$ cat src/rtl/aqs_defines.svh
// Register offsets, field positions, reset values and timing counts
// for the queued converter sequencer. Included by the package and the top.
`ifndef AQS_DEFINES_SVH
`define AQS_DEFINES_SVH

// Word addresses on the register port
`define AQS_ADDR_W 9
`define AQS_CTRL0_ADDR 9'h000
`define AQS_CTRL1_ADDR 9'h001
`define AQS_CTRL2_ADDR 9'h002
`define AQS_STATUS_ADDR 9'h003
`define AQS_TRIGGER_ADDR 9'h004
`define AQS_POINTER_ADDR 9'h005
`define AQS_TIMER_ADDR 9'h006
// Table regions chosen by address bits 8:6
`define AQS_REG_REGION 3'h0
`define AQS_CCW_REGION 3'h1
`define AQS_RES_RJU_REGION 3'h2
`define AQS_RES_LJS_REGION 3'h3
`define AQS_RES_LJU_REGION 3'h4

// Table sizes and field layout of a command word
`define AQS_ENTRIES 64
`define AQS_RES_W 10
`define AQS_CCW_PAUSE_BIT 6
`define AQS_CCW_ALTREF_BIT 7
// Channel codes
`define AQS_CH_REF_HIGH 6'h3C
`define AQS_CH_REF_LOW 6'h3D
`define AQS_CH_REF_MID 6'h3E
`define AQS_CH_END 6'h3F
`define AQS_CH_XMUX_LIMIT 6'h20
`define AQS_CH_DIRECT_LIMIT 6'h10
`define AQS_CH_XDIRECT_LIMIT 6'h30

// Control field positions
`define AQS_CTRL0_XMUX_BIT 7
`define AQS_CTRL1_IE_LSB 6
// Status bits: complete 1:0, pause 3:2, trigger overrun 5:4
`define AQS_ST_CF_LSB 0
`define AQS_ST_PF_LSB 2
`define AQS_ST_TOR_LSB 4

// Reset values
`define AQS_PRESCALE_RST 7'h00
`define AQS_Q2BEG_RST 6'h20
`define AQS_TIMER_RST 16'hFFFF

// Conversion clock periods spent sampling, and the index of the first trial bit
`define AQS_SAMPLE_TICKS 2'h2
`define AQS_MSB_INDEX 4'h9

`endif

$ cat src/rtl/aqs_pkg.sv
// Types for the queued converter sequencer: states, queue modes, state record.
// Assumes aqs_defines.svh sits on the include path.
`include "aqs_defines.svh"

package aqs_pkg;

    // Converter sequence states
    typedef enum logic [1:0] {
        AQS_IDLE = 2'b00,
        AQS_SAMPLE = 2'b01,
        AQS_CONVERT = 2'b10,
        AQS_STORE = 2'b11
    } aqs_state_type;

    // Queue operating modes
    typedef enum logic [2:0] {
        AQS_MODE_OFF = 3'b000,
        AQS_MODE_SW_SINGLE = 3'b001,
        AQS_MODE_EXT_SINGLE = 3'b010,
        AQS_MODE_TMR_SINGLE = 3'b011,
        AQS_MODE_SW_CONT = 3'b100,
        AQS_MODE_EXT_CONT = 3'b101,
        AQS_MODE_TMR_CONT = 3'b110,
        AQS_MODE_GATED_CONT = 3'b111
    } aqs_mode_type;

    // Whole state of the sequencer
    typedef struct packed {
        aqs_state_type state;
        logic [6:0] pcnt;
        logic tick;
        logic [15:0] tcnt;
        logic ttick;
        logic [63:0][15:0] conversion_command_word;
        logic [63:0][9:0] res;
        logic [6:0] prescale;
        logic xmux;
        logic [1:0][2:0] mode;
        logic [3:0] ie;
        logic [5:0] q2beg;
        logic [15:0] period;
        logic [5:0] status;
        logic [1:0][5:0] ptr;
        logic [1:0] run;
        logic [1:0] done;
        logic [1:0] trig_prev;
        logic cur;
        logic [5:0] chan;
        logic alt;
        logic pause;
        logic [1:0] scnt;
        logic [9:0] approximation_register;
        logic [3:0] bitn;
        logic [15:0] rdata;
    } aqs_state_rec_type;

endpackage : aqs_pkg

$ cat src/rtl/aqs_top.sv
// Queued successive-approximation converter control: queues, pause, triggers,
// prescaler, APPROXIMATION_REGISTER sequencing and the register port.
// Assumes one system clock, a comparator that answers within one
// conversion clock period, and a master that keeps the port protocol.
`timescale 1ns/10ps
`default_nettype none
`include "aqs_defines.svh"

module aqs_top
    import aqs_pkg::*;
(
    input wire logic clk_sys_in,
    input wire logic rstn_in,
    input wire logic [8:0] addr_in,
    input wire logic [15:0] wdata_in,
    input wire logic wr_in,
    input wire logic rd_in,
    output logic [15:0] rdata_out,
    input wire logic [1:0] ext_trig_in,
    input wire logic comp_in,
    output logic [15:0] chan_sel_out,
    output logic [1:0] ext_mux_sel_out,
    output logic [2:0] ext_mux_addr_out,
    output logic [1:0] ref_sel_out,
    output logic alt_ref_out,
    output logic sample_out,
    output logic [9:0] dac_code_out,
    output logic conv_clk_out,
    output logic [1:0] irq_complete_out,
    output logic [1:0] irq_pause_out
);

    aqs_state_rec_type s_r;
    aqs_state_rec_type s_nxt;

    //------------------------------------------------------------
    // Combinational helpers
    //------------------------------------------------------------
    logic [6:0] div_eff;
    logic [1:0] sw_trig;
    logic [1:0] trig;
    logic [1:0] cont;
    logic [1:0][5:0] q_start;
    logic [1:0][5:0] q_last;
    logic [15:0] cur_ccw;
    logic [5:0] wr_idx;
    logic [9:0] rd_res;
    logic [5:0] st_set;
    logic [5:0] st_clr;
    logic sel;

    // Zero field still divides by two, so the converter never sees the raw clock
    assign div_eff = (s_r.prescale == 7'h00) ? 7'h01 : s_r.prescale;
    assign sw_trig = (wr_in && addr_in == `AQS_TRIGGER_ADDR) ? wdata_in[1:0] : 2'b00;
    assign q_start[0] = 6'h00;
    assign q_start[1] = s_r.q2beg;
    assign q_last[0] = s_r.q2beg - 6'h01;
    assign q_last[1] = 6'h3F;
    assign wr_idx = addr_in[5:0];
    assign rd_res = s_r.res[addr_in[5:0]];

    // Trigger kind comes only from the queue's own mode
    // Gated mode follows the pin level, not an edge; queue two never holds that
    // code because the control write folds it to off
    always_comb begin
        for (int q = 0; q < 2; q++) begin
            unique case (aqs_mode_type'(s_r.mode[q]))
                AQS_MODE_SW_SINGLE, AQS_MODE_SW_CONT: trig[q] = sw_trig[q];
                AQS_MODE_EXT_SINGLE, AQS_MODE_EXT_CONT: begin
                    trig[q] = ext_trig_in[q] & ~s_r.trig_prev[q];
                end
                AQS_MODE_TMR_SINGLE, AQS_MODE_TMR_CONT: trig[q] = s_r.ttick;
                AQS_MODE_GATED_CONT: trig[q] = (q == 0) && ext_trig_in[0] && !s_r.run[0];
                AQS_MODE_OFF: trig[q] = 1'b0;
            endcase
            cont[q] = s_r.mode[q][2];
        end
    end

    //------------------------------------------------------------
    // Next-state logic
    //------------------------------------------------------------
    always_comb begin
        s_nxt = s_r;
        st_set = 6'h00;
        st_clr = 6'h00;
        sel = s_r.run[0] ? 1'b0 : 1'b1;
        cur_ccw = s_r.conversion_command_word[s_r.ptr[sel]];

        // Conversion clock prescaler
        s_nxt.tick = (s_r.pcnt == div_eff);
        s_nxt.pcnt = (s_r.pcnt >= div_eff) ? 7'h00 : s_r.pcnt + 7'h01;

        // Periodic timer for timer-triggered modes
        s_nxt.ttick = (s_r.tcnt == s_r.period);
        s_nxt.tcnt = (s_r.tcnt >= s_r.period) ? 16'h0000 : s_r.tcnt + 16'h0001;

        s_nxt.trig_prev = ext_trig_in;

        // Trigger acceptance; busy queues only record overrun
        // A running sub-queue is never restarted, so the event only sets the overrun flag
        for (int q = 0; q < 2; q++) begin
            if (trig[q] && !s_r.done[q]) begin
                if (s_r.run[q]) begin
                    st_set[`AQS_ST_TOR_LSB + q] = 1'b1;
                end else begin
                    s_nxt.run[q] = 1'b1;
                end
            end
        end

        // Register writes
        if (wr_in) begin
            if (addr_in == `AQS_CTRL0_ADDR) begin
                s_nxt.prescale = wdata_in[6:0];
                s_nxt.xmux = wdata_in[`AQS_CTRL0_XMUX_BIT];
            end
            if (addr_in == `AQS_CTRL1_ADDR) begin
                s_nxt.mode[0] = wdata_in[2:0];
                s_nxt.mode[1] = (wdata_in[5:3] == 3'h7) ? 3'h0 : wdata_in[5:3];
                s_nxt.ie = wdata_in[9:6];
                // New mode stops both queues and sets them back to their first word, except that a conversion in flight still stores and steps its queue's pointer
                s_nxt.run = 2'b00;
                s_nxt.done = 2'b00;
                s_nxt.ptr[0] = q_start[0];
                s_nxt.ptr[1] = q_start[1];
            end
            if (addr_in == `AQS_CTRL2_ADDR) s_nxt.q2beg = wdata_in[5:0];
            if (addr_in == `AQS_STATUS_ADDR) st_clr = wdata_in[5:0];
            if (addr_in == `AQS_TIMER_ADDR) s_nxt.period = wdata_in;
            if (addr_in[8:6] == `AQS_CCW_REGION) s_nxt.conversion_command_word[wr_idx] = wdata_in;
        end

        // Converter sequence
        unique case (s_r.state)
            AQS_IDLE: begin
                if (s_r.run[0] && s_r.mode[0] == AQS_MODE_GATED_CONT && !ext_trig_in[0]) begin
                    s_nxt.run[0] = 1'b0;
                    s_nxt.ptr[0] = q_start[0];
                end else if (s_r.run != 2'b00) begin
                    if (cur_ccw[5:0] == `AQS_CH_END ||
                        (!sel && s_r.ptr[0] >= s_r.q2beg)) begin
                        st_set[`AQS_ST_CF_LSB + sel] = 1'b1;
                        s_nxt.run[sel] = 1'b0;
                        s_nxt.ptr[sel] = q_start[sel];
                        s_nxt.done[sel] = ~cont[sel];
                    end else begin
                        s_nxt.cur = sel;
                        s_nxt.chan = cur_ccw[5:0];
                        s_nxt.alt = cur_ccw[`AQS_CCW_ALTREF_BIT];
                        s_nxt.pause = cur_ccw[`AQS_CCW_PAUSE_BIT];
                        s_nxt.scnt = 2'h0;
                        s_nxt.state = AQS_SAMPLE;
                    end
                end
            end
            AQS_SAMPLE: begin
                if (s_r.tick) begin
                    s_nxt.scnt = s_r.scnt + 2'h1;
                    if (s_r.scnt == `AQS_SAMPLE_TICKS - 2'h1) begin
                        s_nxt.approximation_register = 10'h200;
                        s_nxt.bitn = `AQS_MSB_INDEX;
                        s_nxt.state = AQS_CONVERT;
                    end
                end
            end
            AQS_CONVERT: begin
                // Keep or drop the trial bit, then try the next lower one
                if (s_r.tick) begin
                    s_nxt.approximation_register[s_r.bitn] = comp_in;
                    if (s_r.bitn == 4'h0) begin
                        s_nxt.state = AQS_STORE;
                    end else begin
                        s_nxt.approximation_register[s_r.bitn - 4'h1] = 1'b1;
                        s_nxt.bitn = s_r.bitn - 4'h1;
                    end
                end
            end
            AQS_STORE: begin
                s_nxt.res[s_r.ptr[s_r.cur]] = s_r.approximation_register;
                s_nxt.state = AQS_IDLE;
                if (s_r.ptr[s_r.cur] == q_last[s_r.cur]) begin
                    st_set[`AQS_ST_CF_LSB + s_r.cur] = 1'b1;
                    s_nxt.run[s_r.cur] = 1'b0;
                    s_nxt.ptr[s_r.cur] = q_start[s_r.cur];
                    s_nxt.done[s_r.cur] = ~cont[s_r.cur];
                end else begin
                    // Pointer only moves forward until the queue completes
                    s_nxt.ptr[s_r.cur] = s_r.ptr[s_r.cur] + 6'h01;
                    if (s_r.pause) begin
                        s_nxt.run[s_r.cur] = 1'b0;
                        st_set[`AQS_ST_PF_LSB + s_r.cur] = 1'b1;
                    end
                end
            end
        endcase

        // A hardware set in the clearing cycle survives
        s_nxt.status = (s_r.status & ~st_clr) | st_set;

        // Register reads, answered one cycle later
        s_nxt.rdata = 16'h0000;
        if (rd_in) begin
            unique case (addr_in[8:6])
                `AQS_REG_REGION: begin
                    unique case (addr_in)
                        `AQS_CTRL0_ADDR: s_nxt.rdata = {8'h00, s_r.xmux, s_r.prescale};
                        `AQS_CTRL1_ADDR: s_nxt.rdata = {6'h00, s_r.ie, s_r.mode[1], s_r.mode[0]};
                        `AQS_CTRL2_ADDR: s_nxt.rdata = {10'h000, s_r.q2beg};
                        `AQS_STATUS_ADDR: s_nxt.rdata = {10'h000, s_r.status};
                        `AQS_POINTER_ADDR: begin
                            s_nxt.rdata = {2'h0, s_r.ptr[1], 2'h0, s_r.ptr[0]};
                        end
                        `AQS_TIMER_ADDR: s_nxt.rdata = s_r.period;
                        default: s_nxt.rdata = 16'h0000;
                    endcase
                end
                `AQS_CCW_REGION: s_nxt.rdata = s_r.conversion_command_word[addr_in[5:0]];
                `AQS_RES_RJU_REGION: s_nxt.rdata = {6'h00, rd_res};
                `AQS_RES_LJS_REGION: s_nxt.rdata = {~rd_res[9], rd_res[8:0], 6'h00};
                `AQS_RES_LJU_REGION: s_nxt.rdata = {rd_res, 6'h00};
                default: s_nxt.rdata = 16'h0000;
            endcase
        end
    end

    //------------------------------------------------------------
    // State register
    //------------------------------------------------------------
    // Non-zero defaults are loaded over the cleared record
    always_ff @(posedge clk_sys_in or negedge rstn_in) begin
        if (!rstn_in) begin
            s_r <= '0;
            s_r.prescale <= `AQS_PRESCALE_RST;
            s_r.q2beg <= `AQS_Q2BEG_RST;
            s_r.period <= `AQS_TIMER_RST;
            s_r.state <= AQS_IDLE;
        end else begin
            s_r <= s_nxt;
        end
    end

    //------------------------------------------------------------
    // Analog side decode
    //------------------------------------------------------------
    // Only the active conversion drives a select; idle leaves every switch open
    always_comb begin
        chan_sel_out = 16'h0000;
        ext_mux_sel_out = 2'h0;
        ext_mux_addr_out = 3'h0;
        ref_sel_out = 2'h0;
        if (s_r.state == AQS_SAMPLE || s_r.state == AQS_CONVERT) begin
            if (s_r.chan == `AQS_CH_REF_HIGH) ref_sel_out = 2'h1;
            else if (s_r.chan == `AQS_CH_REF_LOW) ref_sel_out = 2'h2;
            else if (s_r.chan == `AQS_CH_REF_MID) ref_sel_out = 2'h3;
            else if (s_r.xmux && s_r.chan < `AQS_CH_XMUX_LIMIT) begin
                // Four external muxes of eight feed inputs zero to three
                chan_sel_out[s_r.chan[4:3]] = 1'b1;
                ext_mux_sel_out = s_r.chan[4:3];
                ext_mux_addr_out = s_r.chan[2:0];
            end else if (s_r.xmux && s_r.chan < `AQS_CH_XDIRECT_LIMIT) begin
                chan_sel_out[s_r.chan[3:0]] = 1'b1;
            end else if (!s_r.xmux && s_r.chan < `AQS_CH_DIRECT_LIMIT) begin
                chan_sel_out[s_r.chan[3:0]] = 1'b1;
            end
        end
    end

    assign alt_ref_out = s_r.alt;
    assign sample_out = (s_r.state == AQS_SAMPLE);
    assign dac_code_out = s_r.approximation_register;
    assign conv_clk_out = s_r.tick;
    assign rdata_out = s_r.rdata;
    // Requests are plain levels: flag and enable, cleared through the status word
    assign irq_complete_out = s_r.status[1:0] & {s_r.ie[2], s_r.ie[0]};
    assign irq_pause_out = s_r.status[3:2] & {s_r.ie[3], s_r.ie[1]};

    //------------------------------------------------------------
    // Assertions
    //------------------------------------------------------------
    a_tick_spacing: assert property (
        @(posedge clk_sys_in) disable iff (!rstn_in) s_r.tick |=> !s_r.tick)
        else $error("conversion clock faster than half system clock");

    // A divider rewrite drops the attempt; the old ratio no longer applies
    a_tick_ratio: assert property (
        @(posedge clk_sys_in) disable iff (!rstn_in || s_r.prescale != 7'h03)
        (s_r.tick && $stable(s_r.prescale) && s_r.prescale == 7'h03)
        |=> !s_r.tick [*3] ##1 s_r.tick)
        else $error("conversion clock not system clock over field plus one");

    a_one_channel: assert property (
        @(posedge clk_sys_in) disable iff (!rstn_in) $onehot0(chan_sel_out))
        else $error("more than one analog input selected");

    a_msb_first: assert property (
        @(posedge clk_sys_in) disable iff (!rstn_in)
        (s_r.state == AQS_SAMPLE && s_nxt.state == AQS_CONVERT)
        |=> s_r.approximation_register == 10'h200 && s_r.bitn == 4'h9)
        else $error("approximation does not begin at the top bit");

    a_overrun_flag: assert property (
        @(posedge clk_sys_in) disable iff (!rstn_in)
        (s_r.run[0] && trig[0] && !s_r.done[0]) |=> s_r.status[`AQS_ST_TOR_LSB])
        else $error("trigger during execution did not set overrun");

    a_pause_entry: assert property (
        @(posedge clk_sys_in) disable iff (!rstn_in)
        (s_r.state == AQS_STORE && s_r.pause && s_r.cur == 1'b0 && s_r.ptr[0] != q_last[0])
        |=> !s_r.run[0] && s_r.status[`AQS_ST_PF_LSB])
        else $error("sub-queue end did not pause queue one");

    a_resume_next: assert property (
        @(posedge clk_sys_in) disable iff (!rstn_in)
        (s_r.state == AQS_STORE && s_r.cur == 1'b1 && s_r.ptr[1] != 6'h3F && !wr_in)
        |=> s_r.ptr[1] == $past(s_r.ptr[1]) + 6'h01)
        else $error("pointer did not move to the following word");

    a_q2_no_gate: assert property (
        @(posedge clk_sys_in) disable iff (!rstn_in) s_r.mode[1] != 3'h7)
        else $error("gated mode accepted on queue two");

    a_off_no_start: assert property (
        @(posedge clk_sys_in) disable iff (!rstn_in)
        (s_r.mode[0] == 3'h0 && !s_r.run[0] && !wr_in) |=> !s_r.run[0])
        else $error("disabled queue one started");

    a_done_holds: assert property (
        @(posedge clk_sys_in) disable iff (!rstn_in)
        (s_r.done[0] && !s_r.run[0] && !wr_in) |=> !s_r.run[0])
        else $error("finished single scan queue one started again");

    a_idle_open: assert property (
        @(posedge clk_sys_in) disable iff (!rstn_in)
        (s_r.state == AQS_IDLE || s_r.state == AQS_STORE)
        |-> chan_sel_out == 16'h0000 && ref_sel_out == 2'h0)
        else $error("analog switch closed outside a conversion");

    a_ref_exclusive: assert property (
        @(posedge clk_sys_in) disable iff (!rstn_in)
        (ref_sel_out != 2'h0) |-> chan_sel_out == 16'h0000)
        else $error("reference and input routed together");

    a_alt_follows: assert property (
        @(posedge clk_sys_in) disable iff (!rstn_in)
        (s_r.state == AQS_IDLE && s_nxt.state == AQS_SAMPLE)
        |=> alt_ref_out == $past(cur_ccw[`AQS_CCW_ALTREF_BIT]))
        else $error("alternate reference not taken from the command word");

endmodule : aqs_top
`default_nettype wire

$ cat config.mk
export PLATFORM = sky130hd
export DESIGN_NAME = aqs_top
export DESIGN_NICKNAME = d
export VERILOG_FILES = /design/src/rtl/aqs_pkg.sv /design/src/rtl/aqs_top.sv
export VERILOG_INCLUDE_DIRS = /design/src /design/src/rtl
export SDC_FILE = /design/constraint.sdc
export NUM_CORES = 2
export LEC_CHECK = 0
export ABC_CLOCK_PERIOD_IN_PS = 3400
export BUFFER_PORTS_ARGS = -buffer_cell sky130_fd_sc_hd__buf_2
export CAP_MARGIN = 20
export CELL_PAD_IN_SITES_DETAIL_PLACEMENT = 1
export CELL_PAD_IN_SITES_GLOBAL_PLACEMENT = 2
export CORE_ASPECT_RATIO = 1.2
export CORE_MARGIN = 2
export CORE_UTILIZATION = 43
export CTS_BUF_LIST = sky130_fd_sc_hd__clkbuf_4
export CTS_CLUSTER_DIAMETER = 120
export DETAILED_ROUTE_END_ITERATION = 8
export MAX_ROUTING_LAYER = met4
export PLACE_DENSITY_LB_ADDON = 0.1
export SLEW_MARGIN = 20
export SYNTH_ARGS = -nofsm -noshare
export SYNTH_HDL_FRONTEND = slang
export SYNTH_SLANG_ARGS = --single-unit
$ cat constraint.sdc
create_clock -name clk_sys_in -period 3.4 [get_ports clk_sys_in]
set_clock_uncertainty 0.05 [all_clocks]
set_input_delay 0.34 -clock clk_sys_in [delete_from_list [all_inputs] [get_ports clk_sys_in]]
set_output_delay 0.34 -clock clk_sys_in [all_outputs]
set_load 0.02 [all_outputs]
---- Yosys cells after proc, flatten, opt, wreduce, memory -nomap -nowiden ----
Index checks and enable logic that the tools add are counted.
storage, ports and cells
  word-level logic and storage cells ...... 441
  output and inout port bits .............. 56
  memories kept ........................... 0
  bits in latches ......................... 0
  memory bits (writable) .................. 0
  flip-flop bits (word level) ............. 1796
  memory bits (read-only) ................. 0
  input bits .............................. 32
cells by class
  eq/ne operators ......................... 44
  reduce and logical (&&, ||, !) cells .... 55
  muxes and demuxes ....................... 130
  $add $sub $neg .......................... 7
  order comparisons ....................... 29
  multiply operators ...................... 0
  bitwise operators ....................... 22
  div/mod/pow operators ................... 0
  shift-type cells ........................ 0
operator list
  cell                                                                    number
  1024-bit bitwise mux                                                    1
  640-bit bitwise mux                                                     1
  16-bit two-way mux                                                      16
  16-bit binary-select mux with 6-bit select                              2
  6-bit two-way mux                                                       21
  16-bit demux with 6-bit select                                          1
  16-bit one-hot mux with 6 select lines                                  1
  16-bit one-hot mux with 5 select lines                                  1
  10-bit binary-select mux with 6-bit select                              1
  10-bit demux with 6-bit select                                          1
  14-bit two-way mux                                                      4
  2-bit two-way mux                                                       23
  12-bit bitwise mux                                                      3
  16-bit one-hot mux with 2 select lines                                  1
  3-bit equality test (second input constant)                             10
  14-bit one-hot mux with 2 select lines                                  1
  9-bit by 3-bit equality test with 1-bit output (second input constant)  3
  6-bit equality test (second input constant)                             4
  1-bit two-way mux                                                       22
  1-bit logical AND                                                       21
  6-bit by 7-bit < comparator with 1-bit output (second input constant)   3
  10-bit two-way mux                                                      2
  3-bit by 2-bit equality test with 1-bit output (second input constant)  6
  9-bit by 2-bit equality test with 1-bit output (second input constant)  2
  68 further kinds                                                        136

---- Logic depth before layout (Yosys ltp) ----
  depth in word-level cells ............... 13
  depth in mapped cells ................... 17
  mapped depth without buffers ............ 13

---- Worst setup path before layout ----
No wires, ideal clock.
  path type ............................... register to register
  start ................................... reg s_r[47] (netlist bit)
  end ..................................... reg s_r, in the netlist alt_ref_out
  path buffers ............................ 5
  path slack .............................. 0.006 ns
  data required time ...................... 3.225 ns
  arrival time ............................ 3.219 ns
  cell stages (with the launch flop) ...... 18
  library setup time ...................... 0.125 ns
  period minus slack after synthesis ...... 3.394 ns
  path through ............................ dfrtp_1 -> buf_4 -> buf_2 -> buf_2 -> buf_2 -> inv_1 -> ha_1 -> nand2b_1 -> a21o_1 -> a21o_1 -> a21o_1 -> a21o_1 -> a21oi_1 -> and3_1 -> o22ai_2 -> or2_1 -> buf_6 -> mux2_4
on the way
  word-level cells in the longest chain between the ends .. 8
  elaborated cells on any way between the ends .. 10
  those cells by class .................... order compare (1); eq/ne (1); mux (4); bitwise (1); reduce/logical (3)
RTL lines
  item                                                   RTL line        text
  start: declaration                                     aqs_top.sv:33   aqs_state_rec_type s_r;
  start signal: assignment                               aqs_top.sv:239  s_r <= s_nxt;
  6-bit two-way mux (not written as such) (2 in series)  aqs_top.sv:88   cur_ccw = s_r.conversion_command_word[s_r.ptr[sel]];
  16-bit binary-select mux with 6-bit select             aqs_top.sv:88
  8-bit two-way mux (not written as such)                aqs_top.sv:88
  6-bit equality test (no line)                          n/a
  1-bit logical OR                                       aqs_top.sv:141  if (cur_ccw[5:0] == `AQS_CH_END ||
  1-bit inverter (no line)                               n/a
  4-bit AND reduction (no line)                          n/a
Several ways; a longest one is shown, not always the timed one. The select of a mux whose other input is x is not followed.
A chain may end at the register's enable or synchronous reset.

---- Worst setup path in the final report ----
  start ................................... reg s_r[45] (netlist bit)
  end ..................................... reg s_r[34] (netlist bit)
The elaborated chain is that of the path after synthesis.

==> impl_results.md <==
- Clk sinks: 1796
- Initial core utilization: 0.4320
- Total track usage: 0.3101
- Routed vias: 63.11k
- Post-Route Utilization: 0.5105
- Final TNS setup: -8.273 ns
- Placed Cells: 9609
- Dominant synthesized flop cell: dfrtp_1
- Post-synthesis async set-or-reset flop share: 1.000
- Share of layout cells above drive strength 1: 0.5177
- Max Freq: 266.4 MHz
- Avg WL per Cell: 30.34 um
- H-tree levels: 5
- Clock slew at reported path FFs: 0.07 ns
- RR Endpoint: s_r[34]$_DFFE_PN0P_
- Drt drc: 2
- Vias in the first global route: 68.25k
- PwrDens: 513.9 nW/um2
- Max Buffers Root-to-Sink: 4
- Iteration-0 DRC Markers: 4175
- Layout overhead on the synthesized area: 18.16%
- Worst EP arrival: 5.04 ns
- Core Box Area: 209000 um2
- Largest net degree at the start of global routing: 114
- Synth warn: 0
- Slew at the pin with the worst max-slew slack: 1.090 ns
- Worst skew pair latency: 1.52 ns
- CP max FO: 15
- Failing checks: design-rule violations, negative setup slack
- Critical Path, Cell by Cell: buf_12 -> buf_8 -> mux2i_4 -> buf_6 -> buf_4 -> clkbuf_16 -> o21ai_0 -> nand3_1 -> nand4_1 -> buf_4 -> nand4_1 -> o2111ai_4 -> buf_6 -> o22ai_4 -> or2_4 -> mux2_4
- DIE HEIGHT: 506.0 um
- Post-synth cell types: 89
- DRT Wirelength: 321500 um
- VDD IR max: 0.3991 mV
- Cell count of the worst reg-to-reg path: 16
- Drt via density: 5.957
- Port-buffer cells: 87
- First-pass GRT wire length: 475900 um
- Number of flops mapped to enable cells by yosys: 0
- Hold Vio Cnt, Final: 0
- Initial antenna violation count: 16
- Power Total: 54.84 mW
- Crit path time final: 3.754 ns
- Reg2reg start: s_r[45]$_DFF_PN0_
- Fin cells: 10.60k
- Row count: 184
- Worst Path Required: 4.69 ns
- Sequential share of the synthesized area: 0.4979
- CTS Root Cell: clkbuf_4
- Final setup fails: 37
- Max Cap Viol: 0
- Hold WS: 0.1434 ns
- Tcrit/Tclk final: 1.104
- Crit path from: s_r[45]$_DFF_PN0_
- GPL Wtd Cong: 0.9083
- Setup CP Type: reg -> reg
- CTS tree: built
- Post-synthesis register bit count: 1796
- Synth Instances: 6678
- Crit path largest cell delay: 0.40 ns
- Mean post-synth cell area: 13.52 um2
- R2r setup slk: -0.35 ns
- Total gr overflow: 0
- Die span in x: 422.3 um
- Critical Path Sink: s_r[34]$_DFFE_PN0P_
- Cts bufs inserted: 485
- CP max-delay cell: dfrtp_2
- Worst slew margin: 0.2733
- Pins Over Slew Limit: 0
- Syn nets: 6748
- I/O pins: 88
- Status: finished, violations left
- Post-DRT Antenna Nets: 0
- Synth Cell Area: 90310 um2
- Hold Crit Class: in -> reg
- NumNets Final: 7519
- Critical path launch point type: flop
- Pleak: 49.47 nW
- Hpwl dp: 218400 um
- DIE AREA: 213700 um2
- Drt pass-1 iters: 9
- Min setup slack post-route: -0.3537 ns
- RSZ-0062 raised after global routing: yes
- Crit. End Element: flop
- Filler cells: 21.04k
layout make-up:
class / count / area, um2 / area share
Antenna cell: 22 / 55.05 / 0.0005159
Clock buffer: 715 / 5368 / 0.05030
Clock inverter: 106 / 525.5 / 0.004925
Inverter: 54 / 202.7 / 0.001900
Multi-Input combinational cell: 4234 / 43430 / 0.4070
Sequential cell: 1796 / 44990 / 0.4217
Tap cell: 2790 / 3491 / 0.03271
Timing Repair Buffer: 878 / 8647 / 0.08104
registers in the layout, indices dropped and copies added (netlist names):
| register | cells |
|---|---|
| cont | 2 |
| q_start | 6 |
| alt_ref_out | 1 |
| conv_clk_out | 1 |
| dac_code_out | 10 |
| rdata_out | 16 |
| s_r | 1760 |
synthesized netlist by cell type, drive strengths merged, types with 10 or more instances:
cell type	instances	area (um2)
mux4	549	12360
dfstp	17	446.7
and2	14	90.09
nand2	345	1305
o21ai	167	835.8
a311oi	22	192.7
mux2	1707	19240
mux2i	22	252.7
dfrtp	1779	44520
a22oi	95	723.2
xor2	10	87.58
and3	31	193.9
nor4	11	83.83
o22ai	173	1089
buf	203	1120
nor3	26	135.1
a21oi	83	415.4
o211ai	10	75.07
clkbuf	393	1475
nor2	500	1954
ha	38	475.5
inv	53	198.9
xnor2	20	175.2
nand2b	66	412.9
nand4	23	143.9
nand3	91	460.4
nor2b	33	214.0
a31oi	31	193.9
stage by stage:
stage | cell area [um2] | setup slack [ns]
floorplan | 90310 | 0.006365
global placement | 98340 | -0.9694
detailed placement | 98370 | -1.072
CTS | 105900 | -0.2450
global route | 106700 | -0.4579
finish | 106700 | -0.3537
cell families (layout without fill, tap and decap cells):
kind of cell / after synthesis / in the layout / share of synthesized area
buffers and inverters: 650 / 1753 / 0.03098
adder cells (fa/ha/maj): 38 / 38 / 0.005265
other: 0 / 22 / 0
AO/OA/AOI/OAI: 710 / 710 / 0.05158
XOR/XNOR: 31 / 31 / 0.003159
AND/OR/NAND/NOR: 1175 / 1177 / 0.05828
flip-flops: 1796 / 1796 / 0.4979
multiplexers: 2278 / 2278 / 0.3528
report_power, final:
group	internal, mW	switching [mW]
clock network	9.79	9.31
logic	4.91	7.40
registers	22.1	1.31
how the worst min path moves through the flow:
stage / cells past startpoint / start / endpoint
final: 3 / wdata_in[9] / s_r[1458]$_DFFE_PN0P_
after floorplan: 0 / rstn_in / alt_ref_out$_DFFE_PN0P_
after global placement: 1 / rstn_in / s_r[1787]$_DFF_PN0_
after detailed placement: 1 / rstn_in / s_r[1787]$_DFF_PN0_
after global routing: 3 / wdata_in[9] / s_r[1458]$_DFFE_PN0P_
after CTS: 3 / wdata_in[9] / s_r[1458]$_DFFE_PN0P_
cells in the final DEF, fill, tap and decap left out, drive strengths merged, types with 9 or more instances in the layout:
| cell | n |
|---|---|
| a31oi | 31 |
| clkinv | 95 |
| o211ai | 10 |
| o22ai | 173 |
| a311oi | 22 |
| dlygate4sd3 | 77 |
| a2111oi | 9 |
| and3 | 31 |
| xnor2 | 20 |
| xor2 | 10 |
| a21oi | 83 |
| nand3 | 91 |
| dfstp | 17 |
| nand2b | 67 |
| nor2b | 33 |
| o21ai | 167 |
| diode | 22 |
| nor4 | 11 |
| mux2 | 1707 |
| clkbuf | 716 |
| nor3 | 26 |
| nand4 | 23 |
| nor3b | 9 |
| a221oi | 9 |
| mux2i | 22 |
| o31ai | 9 |
| buf | 799 |
| nand2 | 345 |
| nor2 | 500 |
| inv | 59 |
| dfrtp | 1779 |
| mux4 | 549 |
| ha | 38 |
| a22oi | 95 |
| and2 | 14 |
repair_timing:
action,in CTS,in global routing
hold buffers,79,0
endpoints found under the hold margin,2918,0
endpoints found under the setup margin,54,53
pin swaps,20,55
gates cloned,4,1
setup buffers,26,34
resized for setup,114,135
critical path, delay by kind of cell, from the launching register on:
kind	cells	cell delay, ns
buffers and inverters	7	1.18
AND/OR/NAND/NOR	4	0.78
multiplexers	2	0.65
AO/OA/AOI/OAI	3	0.50
flip-flops	1	0.40
per-layer routing:
layer	up-vias	wire length [um]	GRT usage
met5	-	0	-
met4	0	15300	0.1359
met3	618	14290	0.04673
met2	1736	159800	0.5054
met1	34080	132100	0.3844
li1	26680	-	-
No activity file was read; power rests on OpenSTA's default activity.
